### src/design/rsldo_consts.vh
`ifndef RSLDO_CONSTS_VH
`define RSLDO_CONSTS_VH

// register indices; byte address is four times the index
`define RS_IDX_BUCK        8'h38
`define RS_IDX_LDO1        8'h39
`define RS_IDX_LDO2        8'h3a
`define RS_IDX_STAT        8'h3b

// buck function register layout and regulator code width and ceiling
`define RS_SPREAD_EN_BIT   0
`define RS_SPREAD_RATE_BIT 1
`define RS_BUCK_RESET      8'h0a
`define RS_BUCK_FIXED      6'h02
`define RS_CODE_W          5
`define RS_CODE_MAX        5'h19

// status register layout
`define RS_STAT_LOCK_BIT   0
`define RS_STAT_SPREAD_BIT 1

// axi responses
`define RS_RESP_OKAY       2'h0
`define RS_RESP_SLVERR     2'h2

// timing
`define RS_CLK_HZ          100000000
`define RS_SW_HZ           2000000
`define RS_SW_PERIOD_CYC   (`RS_CLK_HZ / `RS_SW_HZ)
`define RS_SYNC_KHZ        13000
`define RS_SW_KHZ          2000
`define RS_MOD_FAST_HZ     10000
`define RS_MOD_SLOW_HZ     2000
`define RS_SPREAD_DEV_CYC  5
`define RS_STEP_FAST       ((`RS_SW_HZ / `RS_MOD_FAST_HZ) / (4 * `RS_SPREAD_DEV_CYC))
`define RS_STEP_SLOW       ((`RS_SW_HZ / `RS_MOD_SLOW_HZ) / (4 * `RS_SPREAD_DEV_CYC))
`define RS_SYNC_LOSS_CYC   32

`endif

### src/design/rsldo_buck_clk.v
`include "rsldo_consts.vh"

module rsldo_buck_clk (
    // clock and reset
    input  wire clk,
    input  wire nrst,
    // external sync pin
    input  wire sync_in,
    // control from registers
    input  wire spread_enable,
    input  wire spread_rate_select,
    // switching enable and status
    output reg  sw_tick,
    output reg  sync_locked,
    output reg  spread_active
);

    // integer forms of the timing constants, cut to the counter widths below
    localparam integer DEV_I    = `RS_SPREAD_DEV_CYC;
    localparam integer DEV2_I   = 2 * `RS_SPREAD_DEV_CYC;
    localparam integer PMIN_I   = `RS_SW_PERIOD_CYC - `RS_SPREAD_DEV_CYC - 1;
    localparam integer STEP_F_I = `RS_STEP_FAST;
    localparam integer STEP_S_I = `RS_STEP_SLOW;
    localparam integer LOSS_I   = `RS_SYNC_LOSS_CYC - 1;
    localparam integer SW_K_I   = `RS_SW_KHZ;
    localparam integer SYNC_K_I = `RS_SYNC_KHZ;

    localparam [7:0]  DEV     = DEV_I[7:0];
    localparam [7:0]  DEV2    = DEV2_I[7:0];
    localparam [7:0]  PMIN_M1 = PMIN_I[7:0];
    localparam [7:0]  STEP_F  = STEP_F_I[7:0];
    localparam [7:0]  STEP_S  = STEP_S_I[7:0];
    localparam [7:0]  LOSS_M1 = LOSS_I[7:0];
    localparam [13:0] SW_K    = SW_K_I[13:0];
    localparam [13:0] SYNC_K  = SYNC_K_I[13:0];

    reg  [7:0]  cnt_reg;
    reg  [7:0]  pos_reg;
    reg         dir_reg;
    reg  [7:0]  step_reg;
    reg         sync_d_reg;
    reg         sync_q_reg;
    reg  [7:0]  loss_reg;
    reg  [13:0] acc_reg;
    wire [7:0]  step_end;
    wire        int_tick;
    wire        sync_rise;
    wire [13:0] acc_sum;
    wire        acc_wrap;

    // period of internal clock is pmin + pos, centred on the 2 mhz period
    assign int_tick  = (cnt_reg == PMIN_M1 + pos_reg);
    assign step_end  = spread_rate_select ? (STEP_S - 8'h01) : (STEP_F - 8'h01);
    assign sync_rise = sync_d_reg & ~sync_q_reg;
    assign acc_sum   = acc_reg + SW_K;
    assign acc_wrap  = (acc_sum >= SYNC_K);

    // internal oscillator divider
    always @(posedge clk or negedge nrst)
    begin
        if (!nrst)
            cnt_reg <= 8'h00;
        else if (int_tick)
            cnt_reg <= 8'h00;
        else
            cnt_reg <= cnt_reg + 8'h01;
    end

    // triangular sweep of the period, moved only at period ends
    always @(posedge clk or negedge nrst)
    begin
        if (!nrst)
        begin
            pos_reg  <= DEV;
            dir_reg  <= 1'b0;
            step_reg <= 8'h00;
        end
        else if (int_tick)
        begin
            if (!spread_active)
            begin
                pos_reg  <= DEV;  // disabled: fixed centre period
                dir_reg  <= 1'b0;
                step_reg <= 8'h00;
            end
            else if (step_reg == step_end)
            begin
                step_reg <= 8'h00;
                if (!dir_reg)
                begin
                    if (pos_reg == DEV2)
                    begin
                        dir_reg <= 1'b1;
                        pos_reg <= pos_reg - 8'h01;
                    end
                    else
                        pos_reg <= pos_reg + 8'h01;
                end
                else
                begin
                    if (pos_reg == 8'h00)
                    begin
                        dir_reg <= 1'b0;
                        pos_reg <= pos_reg + 8'h01;
                    end
                    else
                        pos_reg <= pos_reg - 8'h01;
                end
            end
            else
                step_reg <= step_reg + 8'h01;
        end
    end

    // sync pin edge detect; a pin tied low never produces an edge
    always @(posedge clk or negedge nrst)
    begin
        if (!nrst)
        begin
            sync_d_reg <= 1'b0;
            sync_q_reg <= 1'b0;
        end
        else
        begin
            sync_d_reg <= sync_in;
            sync_q_reg <= sync_d_reg;
        end
    end

    // lock on edges, drop back to internal after a silent window
    always @(posedge clk or negedge nrst)
    begin
        if (!nrst)
        begin
            loss_reg    <= 8'h00;
            sync_locked <= 1'b0;
        end
        else if (sync_rise)
        begin
            loss_reg    <= 8'h00;
            sync_locked <= 1'b1;
        end
        else if (loss_reg == LOSS_M1)
            sync_locked <= 1'b0;
        else
            loss_reg <= loss_reg + 8'h01;
    end

    // fractional 2/13 divider: two ticks per thirteen sync edges
    always @(posedge clk or negedge nrst)
    begin
        if (!nrst)
            acc_reg <= 14'h0000;
        else if (sync_rise)
            acc_reg <= acc_wrap ? (acc_sum - SYNC_K) : acc_sum;
    end

    // tick source select; spreading only on the internal clock
    always @(posedge clk or negedge nrst)
    begin
        if (!nrst)
        begin
            sw_tick       <= 1'b0;
            spread_active <= 1'b0;
        end
        else
        begin
            sw_tick       <= sync_locked ? (sync_rise & acc_wrap) : int_tick;
            spread_active <= spread_enable & ~sync_locked;
        end
    end

endmodule

### src/design/rsldo_ctrl.v
`include "rsldo_consts.vh"

module rsldo_ctrl #(
    parameter                  AW           = 12,
    parameter [`RS_CODE_W-1:0] LDO1_DEFAULT = 5'h17,
    parameter [`RS_CODE_W-1:0] LDO2_DEFAULT = 5'h08
) (
    // clock and reset
    input  wire                  clk,
    input  wire                  nrst,
    // axi4-lite write address
    input  wire [AW-1:0]         s_axi_awaddr,
    input  wire                  s_axi_awvalid,
    output wire                  s_axi_awready,
    // axi4-lite write data
    input  wire [31:0]           s_axi_wdata,
    input  wire [3:0]            s_axi_wstrb,
    input  wire                  s_axi_wvalid,
    output wire                  s_axi_wready,
    // axi4-lite write response
    output reg  [1:0]            s_axi_bresp,
    output reg                   s_axi_bvalid,
    input  wire                  s_axi_bready,
    // axi4-lite read address
    input  wire [AW-1:0]         s_axi_araddr,
    input  wire                  s_axi_arvalid,
    output wire                  s_axi_arready,
    // axi4-lite read data
    output reg  [31:0]           s_axi_rdata,
    output reg  [1:0]            s_axi_rresp,
    output reg                   s_axi_rvalid,
    input  wire                  s_axi_rready,
    // sync pin
    input  wire                  sync_in,
    // regulator controls
    output wire [`RS_CODE_W-1:0] ldo1_code,
    output wire [`RS_CODE_W-1:0] ldo2_code,
    output wire                  buck_sw_tick,
    output wire                  sync_locked,
    output wire                  spread_active
);

    reg                  aw_held_reg;
    reg                  w_held_reg;
    reg  [AW-1:0]        awaddr_reg;
    reg  [31:0]          wdata_reg;
    reg                  wstrb0_reg;
    reg                  spread_enable_reg;
    reg                  spread_rate_reg;
    reg  [`RS_CODE_W-1:0] ldo1_reg;
    reg  [`RS_CODE_W-1:0] ldo2_reg;
    reg  [31:0]          rd_data_next;
    reg                  rd_hit_next;
    wire                 wr_fire;
    wire                 wr_hit;
    wire                 wr_en;

    // reset pattern of the buck function register, kept at full width
    // so each field can be bit-selected as a constant
    localparam [7:0] BUCK_RST = `RS_BUCK_RESET;

    // word-aligned decode; address bits above the index must be zero
    function sel_match;
        input [AW-1:0] addr;
        input [7:0]    idx;
        begin
            sel_match = (addr[AW-1:2] == {{(AW-10){1'b0}}, idx});
        end
    endfunction

    // codes above the table top all mean the highest voltage, so store them saturated
    // decoded once here and used by both regulator registers
    function [`RS_CODE_W-1:0] sat_code;
        input [`RS_CODE_W-1:0] code;
        begin
            sat_code = (code > `RS_CODE_MAX) ? `RS_CODE_MAX : code;
        end
    endfunction

    // write channels accepted independently, blocked while a response waits
    assign s_axi_awready = ~aw_held_reg & ~s_axi_bvalid;
    assign s_axi_wready  = ~w_held_reg & ~s_axi_bvalid;
    assign wr_fire       = aw_held_reg & w_held_reg & ~s_axi_bvalid;
    assign wr_hit        = sel_match(awaddr_reg, `RS_IDX_BUCK) | sel_match(awaddr_reg, `RS_IDX_LDO1)
                         | sel_match(awaddr_reg, `RS_IDX_LDO2) | sel_match(awaddr_reg, `RS_IDX_STAT);
    // only byte lane 0 carries register data
    assign wr_en         = wr_fire & wstrb0_reg;

    // capture address and data, then answer once both are in
    // a second write waits until the host has taken the response
    always @(posedge clk or negedge nrst)
    begin
        if (!nrst)
        begin
            aw_held_reg  <= 1'b0;
            w_held_reg   <= 1'b0;
            awaddr_reg   <= {AW{1'b0}};
            wdata_reg    <= 32'h00000000;
            wstrb0_reg   <= 1'b0;
            s_axi_bvalid <= 1'b0;
            s_axi_bresp  <= `RS_RESP_OKAY;
        end
        else
        begin
            if (s_axi_awvalid && s_axi_awready)
            begin
                aw_held_reg <= 1'b1;
                awaddr_reg  <= s_axi_awaddr;
            end
            if (s_axi_wvalid && s_axi_wready)
            begin
                w_held_reg <= 1'b1;
                wdata_reg  <= s_axi_wdata;
                wstrb0_reg <= s_axi_wstrb[0];
            end
            if (wr_fire)
            begin
                aw_held_reg  <= 1'b0;
                w_held_reg   <= 1'b0;
                s_axi_bvalid <= 1'b1;
                s_axi_bresp  <= wr_hit ? `RS_RESP_OKAY : `RS_RESP_SLVERR;
            end
            else if (s_axi_bvalid && s_axi_bready)
                s_axi_bvalid <= 1'b0;
        end
    end

    // control registers; reserved bits are not stored at all
    // a write with byte lane 0 off leaves every field as it was
    always @(posedge clk or negedge nrst)
    begin
        if (!nrst)
        begin
            spread_enable_reg <= BUCK_RST[`RS_SPREAD_EN_BIT];
            spread_rate_reg   <= BUCK_RST[`RS_SPREAD_RATE_BIT];
            ldo1_reg          <= LDO1_DEFAULT;
            ldo2_reg          <= LDO2_DEFAULT;
        end
        else if (wr_en)
        begin
            if (sel_match(awaddr_reg, `RS_IDX_BUCK))
            begin
                spread_enable_reg <= wdata_reg[`RS_SPREAD_EN_BIT];
                spread_rate_reg   <= wdata_reg[`RS_SPREAD_RATE_BIT];
            end
            if (sel_match(awaddr_reg, `RS_IDX_LDO1))
                ldo1_reg <= sat_code(wdata_reg[`RS_CODE_W-1:0]);
            if (sel_match(awaddr_reg, `RS_IDX_LDO2))
                ldo2_reg <= sat_code(wdata_reg[`RS_CODE_W-1:0]);
        end
    end

    // stored codes are already saturated, so pins and readback always agree
    assign ldo1_code = ldo1_reg;
    assign ldo2_code = ldo2_reg;

    // read mux; reserved bits read zero except the fixed buck pattern
    // unmapped reads return zero with an error response
    always @*
    begin
        rd_data_next = 32'h00000000;
        rd_hit_next  = 1'b1;
        if (sel_match(s_axi_araddr, `RS_IDX_BUCK))
            rd_data_next[7:0] = {`RS_BUCK_FIXED, spread_rate_reg, spread_enable_reg};
        else if (sel_match(s_axi_araddr, `RS_IDX_LDO1))
            rd_data_next[`RS_CODE_W-1:0] = ldo1_code;
        else if (sel_match(s_axi_araddr, `RS_IDX_LDO2))
            rd_data_next[`RS_CODE_W-1:0] = ldo2_code;
        else if (sel_match(s_axi_araddr, `RS_IDX_STAT))
        begin
            rd_data_next[`RS_STAT_LOCK_BIT]   = sync_locked;
            rd_data_next[`RS_STAT_SPREAD_BIT] = spread_active;
        end
        else
            rd_hit_next = 1'b0;
    end

    // one read at a time; the address is taken only while no data waits
    assign s_axi_arready = ~s_axi_rvalid;

    // registered answer; data and response stand until rready
    always @(posedge clk or negedge nrst)
    begin
        if (!nrst)
        begin
            s_axi_rvalid <= 1'b0;
            s_axi_rdata  <= 32'h00000000;
            s_axi_rresp  <= `RS_RESP_OKAY;
        end
        else if (s_axi_arvalid && s_axi_arready)
        begin
            s_axi_rvalid <= 1'b1;
            s_axi_rdata  <= rd_data_next;
            s_axi_rresp  <= rd_hit_next ? `RS_RESP_OKAY : `RS_RESP_SLVERR;
        end
        else if (s_axi_rvalid && s_axi_rready)
            s_axi_rvalid <= 1'b0;
    end

    // buck switching clock: internal with optional spread, or sync-locked
    rsldo_buck_clk u_buck_clk (
        .clk                (clk),
        .nrst               (nrst),
        .sync_in            (sync_in),
        .spread_enable      (spread_enable_reg),
        .spread_rate_select (spread_rate_reg),
        .sw_tick            (buck_sw_tick),
        .sync_locked        (sync_locked),
        .spread_active      (spread_active)
    );

endmodule

### config.mk
export PLATFORM = sky130hd
export DESIGN_NAME = rsldo_ctrl
export DESIGN_NICKNAME = d
export VERILOG_FILES = /design/src/design/rsldo_buck_clk.v /design/src/design/rsldo_ctrl.v
export VERILOG_INCLUDE_DIRS = /design/src /design/src/design
export SDC_FILE = /design/constraint.sdc
export NUM_CORES = 1
export LEC_CHECK = 0
export ABC_CLOCK_PERIOD_IN_PS = 3760
export BUFFER_PORTS_ARGS = -buffer_cell sky130_fd_sc_hd__buf_2
export CAP_MARGIN = 15
export CORE_MARGIN = 3
export CORE_UTILIZATION = 40
export DETAILED_ROUTE_END_ITERATION = 8
export GPL_TIMING_DRIVEN = 0
export HOLD_SLACK_MARGIN = 0.05
export PLACE_DENSITY = 0.71
export SETUP_SLACK_MARGIN = 0.4
export SYNTH_ARGS = -nofsm -noshare
export SYNTH_HDL_FRONTEND = slang
export SYNTH_SLANG_ARGS = --single-unit
### constraint.sdc
create_clock -name clk -period 3.76 [get_ports clk]
set_input_delay 0.376 -clock clk [delete_from_list [all_inputs] [get_ports clk]]
set_output_delay 0.376 -clock clk [all_outputs]
set_load 0.01 [all_outputs]
## Word-level counts from Yosys, hierarchy flattened

Index checks and enable logic that the tools add are counted.

- Bits of input ports: 68
- Word-level logic and storage cells: 121
- Output and inout port bits: 54
- Flip-flop bits (word level): 95

- Bitwise gates (word level): 17
- Order comparisons: 2
- Reduce and logical (&&, ||, !) cells: 15
- Equality and inequality tests: 14
- Add/subtract/negate cells: 8
- Muxes and demuxes: 40

Operator list:

| cell | number |
|---|---|
| equality test 10 x 6 -> 1 bit, second input constant | 8 |
| 2-to-1 mux 8 bit | 10 |
| adder 8 x 1 -> 8 bit, second input constant | 4 |
| 2-to-1 mux 1 bit | 20 |
| equality test 8 bit | 2 |
| 2-to-1 mux 5 bit | 3 |
| adder 14 x 11 -> 14 bit, second input constant | 1 |
| >= comparator 14 bit, second input constant | 1 |
| 2-to-1 mux 14 bit | 1 |
| subtractor 14 bit, second input constant | 1 |
| nonzero test 2 bit | 5 |
| adder 6 x 8 -> 8 bit, first input constant | 1 |
| bitwise AND 1 bit | 8 |
| equality test 8 x 4 -> 1 bit, second input constant | 1 |
| equality test 8 x 5 -> 1 bit, second input constant | 1 |
| zero test 8 bit | 1 |
| 2-to-1 mux 2 bit | 4 |
| AND reduction 2 bit | 4 |
| subtractor 8 x 1 -> 8 bit, second input constant | 1 |
| 2-to-1 mux 6 bit | 1 |
| inverter 1 bit | 6 |
| greater-than comparator 5 bit, second input constant | 1 |
| logical AND 1 bit | 5 |
| 2-to-1 mux 3 bit | 1 |
| 3 further kinds | 5 |

## Longest topological paths before layout

- Depth in word-level cells: 6
- Depth in mapped cells: 10
- Depth with buffers taken out: 9

## By module

Synthesis repeated with hierarchy kept, for this count alone.

- Cell total of the unflattened synthesis: 551
- Area, all modules: 5293.8 µm²

By module, submodules not included:

| module | area an instance (µm²) | sequential area each (µm²) | instances | cells an instance |
|---|---|---|---|---|
| rsldo_buck_clk | 3369.5 | 1228.7 | 1 | 397 |
| rsldo_ctrl | 1924.3 | 983.4 | 1 | 154 |

## Worst setup path after synthesis

Ideal clock, no wire load.

- Kind: register to register
- From: register u_buck_clk.acc_reg[4]
- To: register u_buck_clk.sw_tick
- Path slack: 981 ps
- Cell stages (with the launch flop): 11
- Library setup time: 125 ps
- Arrival time: 2654 ps
- Required time: 3635 ps
- Path buffers: 2
- Clock period less this slack: 2779 ps
- Path through: dfrtp_1 > ha_1 > clkbuf_1 > nor3_1 > nand2_1 > mux2i_1 > nor3_1 > or2_2 > buf_2 > nor2_1 > mux2_2

- Cells in the longest elaborated chain, start to end: 4

RTL lines:

| item | RTL line | text |
|---|---|---|
| from (decl) | rsldo_buck_clk.v:44 | `reg [13:0] acc_reg;` |
| from (signal assigned) | rsldo_buck_clk.v:155 | `acc_reg <= acc_wrap ? (acc_sum - SYNC_K) : acc_sum;` |
| adder 14 x 11 -> 14 bit | rsldo_buck_clk.v:55 | `assign acc_sum = acc_reg + SW_K;` |
| >= comparator 14 bit | rsldo_buck_clk.v:56 | `assign acc_wrap = (acc_sum >= SYNC_K);` |
| bitwise AND 1 bit | rsldo_buck_clk.v:168 | `sw_tick <= sync_locked ? (sync_rise & acc_wrap) : int_tick;` |
| 2-to-1 mux 1 bit | rsldo_buck_clk.v:168 |  |
| to (signal assigned) | rsldo_buck_clk.v:168 |  |
| to (decl) | rsldo_buck_clk.v:13 | `output reg sw_tick,` |

Every way passes these cells.
A chain may end at the register's enable or synchronous reset.

## Worst setup path after layout

- From: register u_buck_clk.acc_reg[4]
- To: register u_buck_clk.acc_reg[11]

- Cells in the longest elaborated chain, start to end: 3
- Elaborated cells on any way between the ends: 4
- Classes of those cells: add/sub (2); order compare (1); mux (1)

RTL lines:

| item | RTL line |
|---|---|
| adder 14 x 11 -> 14 bit * | rsldo_buck_clk.v:55 |
| subtractor 14 bit / >= comparator 14 bit (equally long branches) | rsldo_buck_clk.v:155, rsldo_buck_clk.v:56 |
| 2-to-1 mux 14 bit * | rsldo_buck_clk.v:155 |

Every way passes the cells marked *; elsewhere a longest branch is shown, timed or not.

==> summary.txt <==
run status -> completed
Inserted Clock Buffers -> 9
Cell Area, Placed -> 0.00574 mm²
Synth Flop Type -> dfrtp_1
P per Cell Area -> 557 mW/mm²
Fin. Hold Viols -> 0
max reg flops -> 11
CTS tree -> done
gr usage total -> 15.5%
total wire length -> 10600 µm
post-DR wirelength/cell -> 13.2 µm
post-route minimum period -> 3120 ps
Seq cells post-synth -> 88
multi-input logic area -> 0.00263 mm²
Clock Root Buffer -> clkbuf_16
initial antenna violation count -> 0
Mapped Area -> 0.00510 mm²
ANT cells -> 0
Fillers -> 1124
postcts setup bufs -> 0
CORE AREA -> 0.0123 mm²
vias in the first global route -> 3926
post-synthesis sequential area ratio -> 43.4%
type of origin of the critical path -> flip-flop
clock sinks -> 88
Tot Pwr -> 3.39 mW
R2R Setup Slk -> 640 ps
GP Congestion -> 0.844
Synth async-reset ratio -> 100%
CP Class -> reg2reg
Final Max Tran Viols -> 0
Metal-1 WL -> 4730 µm
Final period util -> 82.9%
worst-skew pair later-pin latency -> 340 ps
Final WS setup -> 642 ps
DRC viols -> 0
global-route wire length before repair -> 18200 µm
clock-pin slew of the registers on the worst-case setup and hold paths -> 60 ps
most frequent cells in the layout -> 80 x dfrtp_1, 61 x buf_2, 48 x nand2_1, 39 x nor2_1, 30 x buf_4
slowest stage delay, CP -> 600 ps
Yosys warning total -> 0
crit path cell chain -> ha_1 > clkbuf_1 > nor2_1 > and4b_1 > nor4_4 > a2111oi_2 > buf_6 > or4_1 > a21oi_1 > xnor2_1
DR top layer -> met4
Post-Place Cells -> 783
area growth from synthesis to layout -> 19.2%
most common cell after layout, fill and taps aside -> dfrtp_1
fmax -> 321 MHz
Req. time, crit path -> 4020 ps
Critical R2R Capture -> u_buck_clk.acc_reg[11]
Synth cell types -> 57
crit path launch -> u_buck_clk.acc_reg[4]
initial DRC count -> 192
Vias/cell -> 5.03
port bufs -> 58
Pleak -> 2.80 nW
Post-Layout Inst Area -> 0.00608 mm²
GRT overflow -> 0
Syn Inst Count -> 528
IO Pins -> 122
Die ar. -> 0.0141 mm²
Cell Count, Final, Fillers Out -> 800
first-pass detailed-route iteration total -> 4
fin util -> 49.6%
final setup violation count -> 0
CP max stage cell -> dfrtp_1
max_cap viols -> 0
Tightest Hold Check Type -> in2reg
depth of the worst register-to-register path -> 10
Met2 Wirelength -> 5220 µm
crit path capture -> u_buck_clk.acc_reg[11]
Detail Route Antenna Nets -> 0
H-tree depth -> 3
Worst Max-Slew Pin Slew -> 938 ps
pre-CTS setup slack -> 287 ps
Initial Util -> 41.6%
fraction of layout cells with a size suffix above 1 -> 24.5%
Fin Hold WS -> 138 ps
Die Span Y -> 119 µm
crit path max fanout -> 12
Worst Path Arrival -> 3380 ps
Syn Area/Cell -> 9.66 µm²
worst vdd ir -> 0.000383 V
Final Skew -> 8.38 ps
RSZ-0062 raised after global routing -> no
HPWL after DPL -> 7830 µm
Crit. End Element -> flip-flop
row count -> 40
final net count -> 709
Sequential cell area -> 0.00221 mm²
pin count of the biggest net entering global routing -> 76
R2R Path Start -> u_buck_clk.acc_reg[4]
post-route setup TNS -> 0 ps
Slew HR -> 37.3%
number of synthesized flops with an enable pin -> 0
Die W -> 119 µm
met3 wire length -> 488 µm
maximum root-to-sink buffer count -> 2
total number of vias -> 4021
==> where the power goes <==
group | internal, mW | total, mW | switching (mW) | leakage [nW]
Sequential | 1.14 | 1.34 | 0.193 | 1.11
Clock | 0.539 | 0.905 | 0.366 | 0.148
Combinational | 0.524 | 1.15 | 0.625 | 1.54
==> critical path, delay by kind of cell, from the launching register on <==
kind	cells	cell delay (ps)
fa+ha+maj	1	210
simple gates	4	1310
flops	1	600
buf+inv	2	470
compound gates	2	310
xor+xnor	1	140
==> what timing repair did <==
item | in CTS | in global routing
resized for setup | 1 | 4
setup endpoints to repair | 3 | 8
hold buffers | 1 | 0
hold endpoints to repair | 13 | 0
==> Yosys cell counts (3+ instances only) <==
library cell	instances	area, µm²
and3_1	10	62.6
nor4b_1	3	26.3
dfrtp_1	80	2000
buf_4	29	218
nand4_1	5	31.3
ha_1	14	175
a21oi_1	18	90.1
nor3b_1	3	22.5
nor3_1	15	75.1
o21bai_1	4	30.0
o211ai_1	3	22.5
nor2_1	39	146
dfstp_2	8	210
and2_1	10	62.6
a22oi_1	4	30.0
nand3_1	25	125
buf_6	3	33.8
nor4_1	4	25.0
a22o_1	3	26.3
clkbuf_1	13	48.8
xor2_1	15	131
o31ai_1	10	75.1
o21ai_0	29	145
nand2_1	48	180
nor2b_1	6	37.5
buf_2	4	20.0
or3_1	5	31.3
nand2b_1	3	18.8
o21a_1	3	22.5
mux2_2	26	293
or4_1	6	45.0
inv_1	19	71.3
a31oi_1	5	31.3
xnor2_1	25	219
==> cell type report <==
| cell class | count | area share, % |
|---|---|---|
| Buffer | 50 | 5.33 |
| Clock buffer | 11 | 3.99 |
| Clock inverter | 5 | 1.03 |
| Inverter | 19 | 1.17 |
| Multi-Input combinational cell | 399 | 43.2 |
| Sequential cell | 88 | 36.4 |
| Tap cell | 168 | 3.46 |
| Timing Repair Buffer | 60 | 5.43 |
==> worst min path at each step <==
stage                                  endpoint  depth (start not counted)             startpoint  slack (ps)
after floorplan                     aw_held_reg                          0                   nrst          80
after global placement    u_buck_clk.sync_q_reg                          0  u_buck_clk.sync_d_reg         380
after detailed placement  u_buck_clk.pos_reg[4]                          1                   nrst         260
after CTS                 u_buck_clk.sync_d_reg                          1                sync_in         120
after global routing      u_buck_clk.sync_d_reg                          1                sync_in         130
final                     u_buck_clk.sync_d_reg                          1                sync_in         140
==> kinds of logic (layout without fill, tap and decap cells) <==
kind of cell | count (synthesis) | in the layout | synth area share [%]
AOI/OAI and AO/OA | 92 | 92 | 11.8
muxes | 30 | 30 | 7.01
and+or+nand+nor | 194 | 194 | 19.7
xor gates and xnor gates | 40 | 40 | 6.87
DFF | 88 | 88 | 43.4
adders and majority gates | 14 | 14 | 3.43
buffers and inverters | 69 | 145 | 7.75
other | 1 | 29 | 0.0735
==> routing by layer <==
metal	track usage [%]	up-vias
li1	-	1988
met1	19.4	1924
met2	25.9	97
met3	3.66	12
met4	5.79	0
met5	0	-
Note: power is estimated with default switching activity, not from simulation.
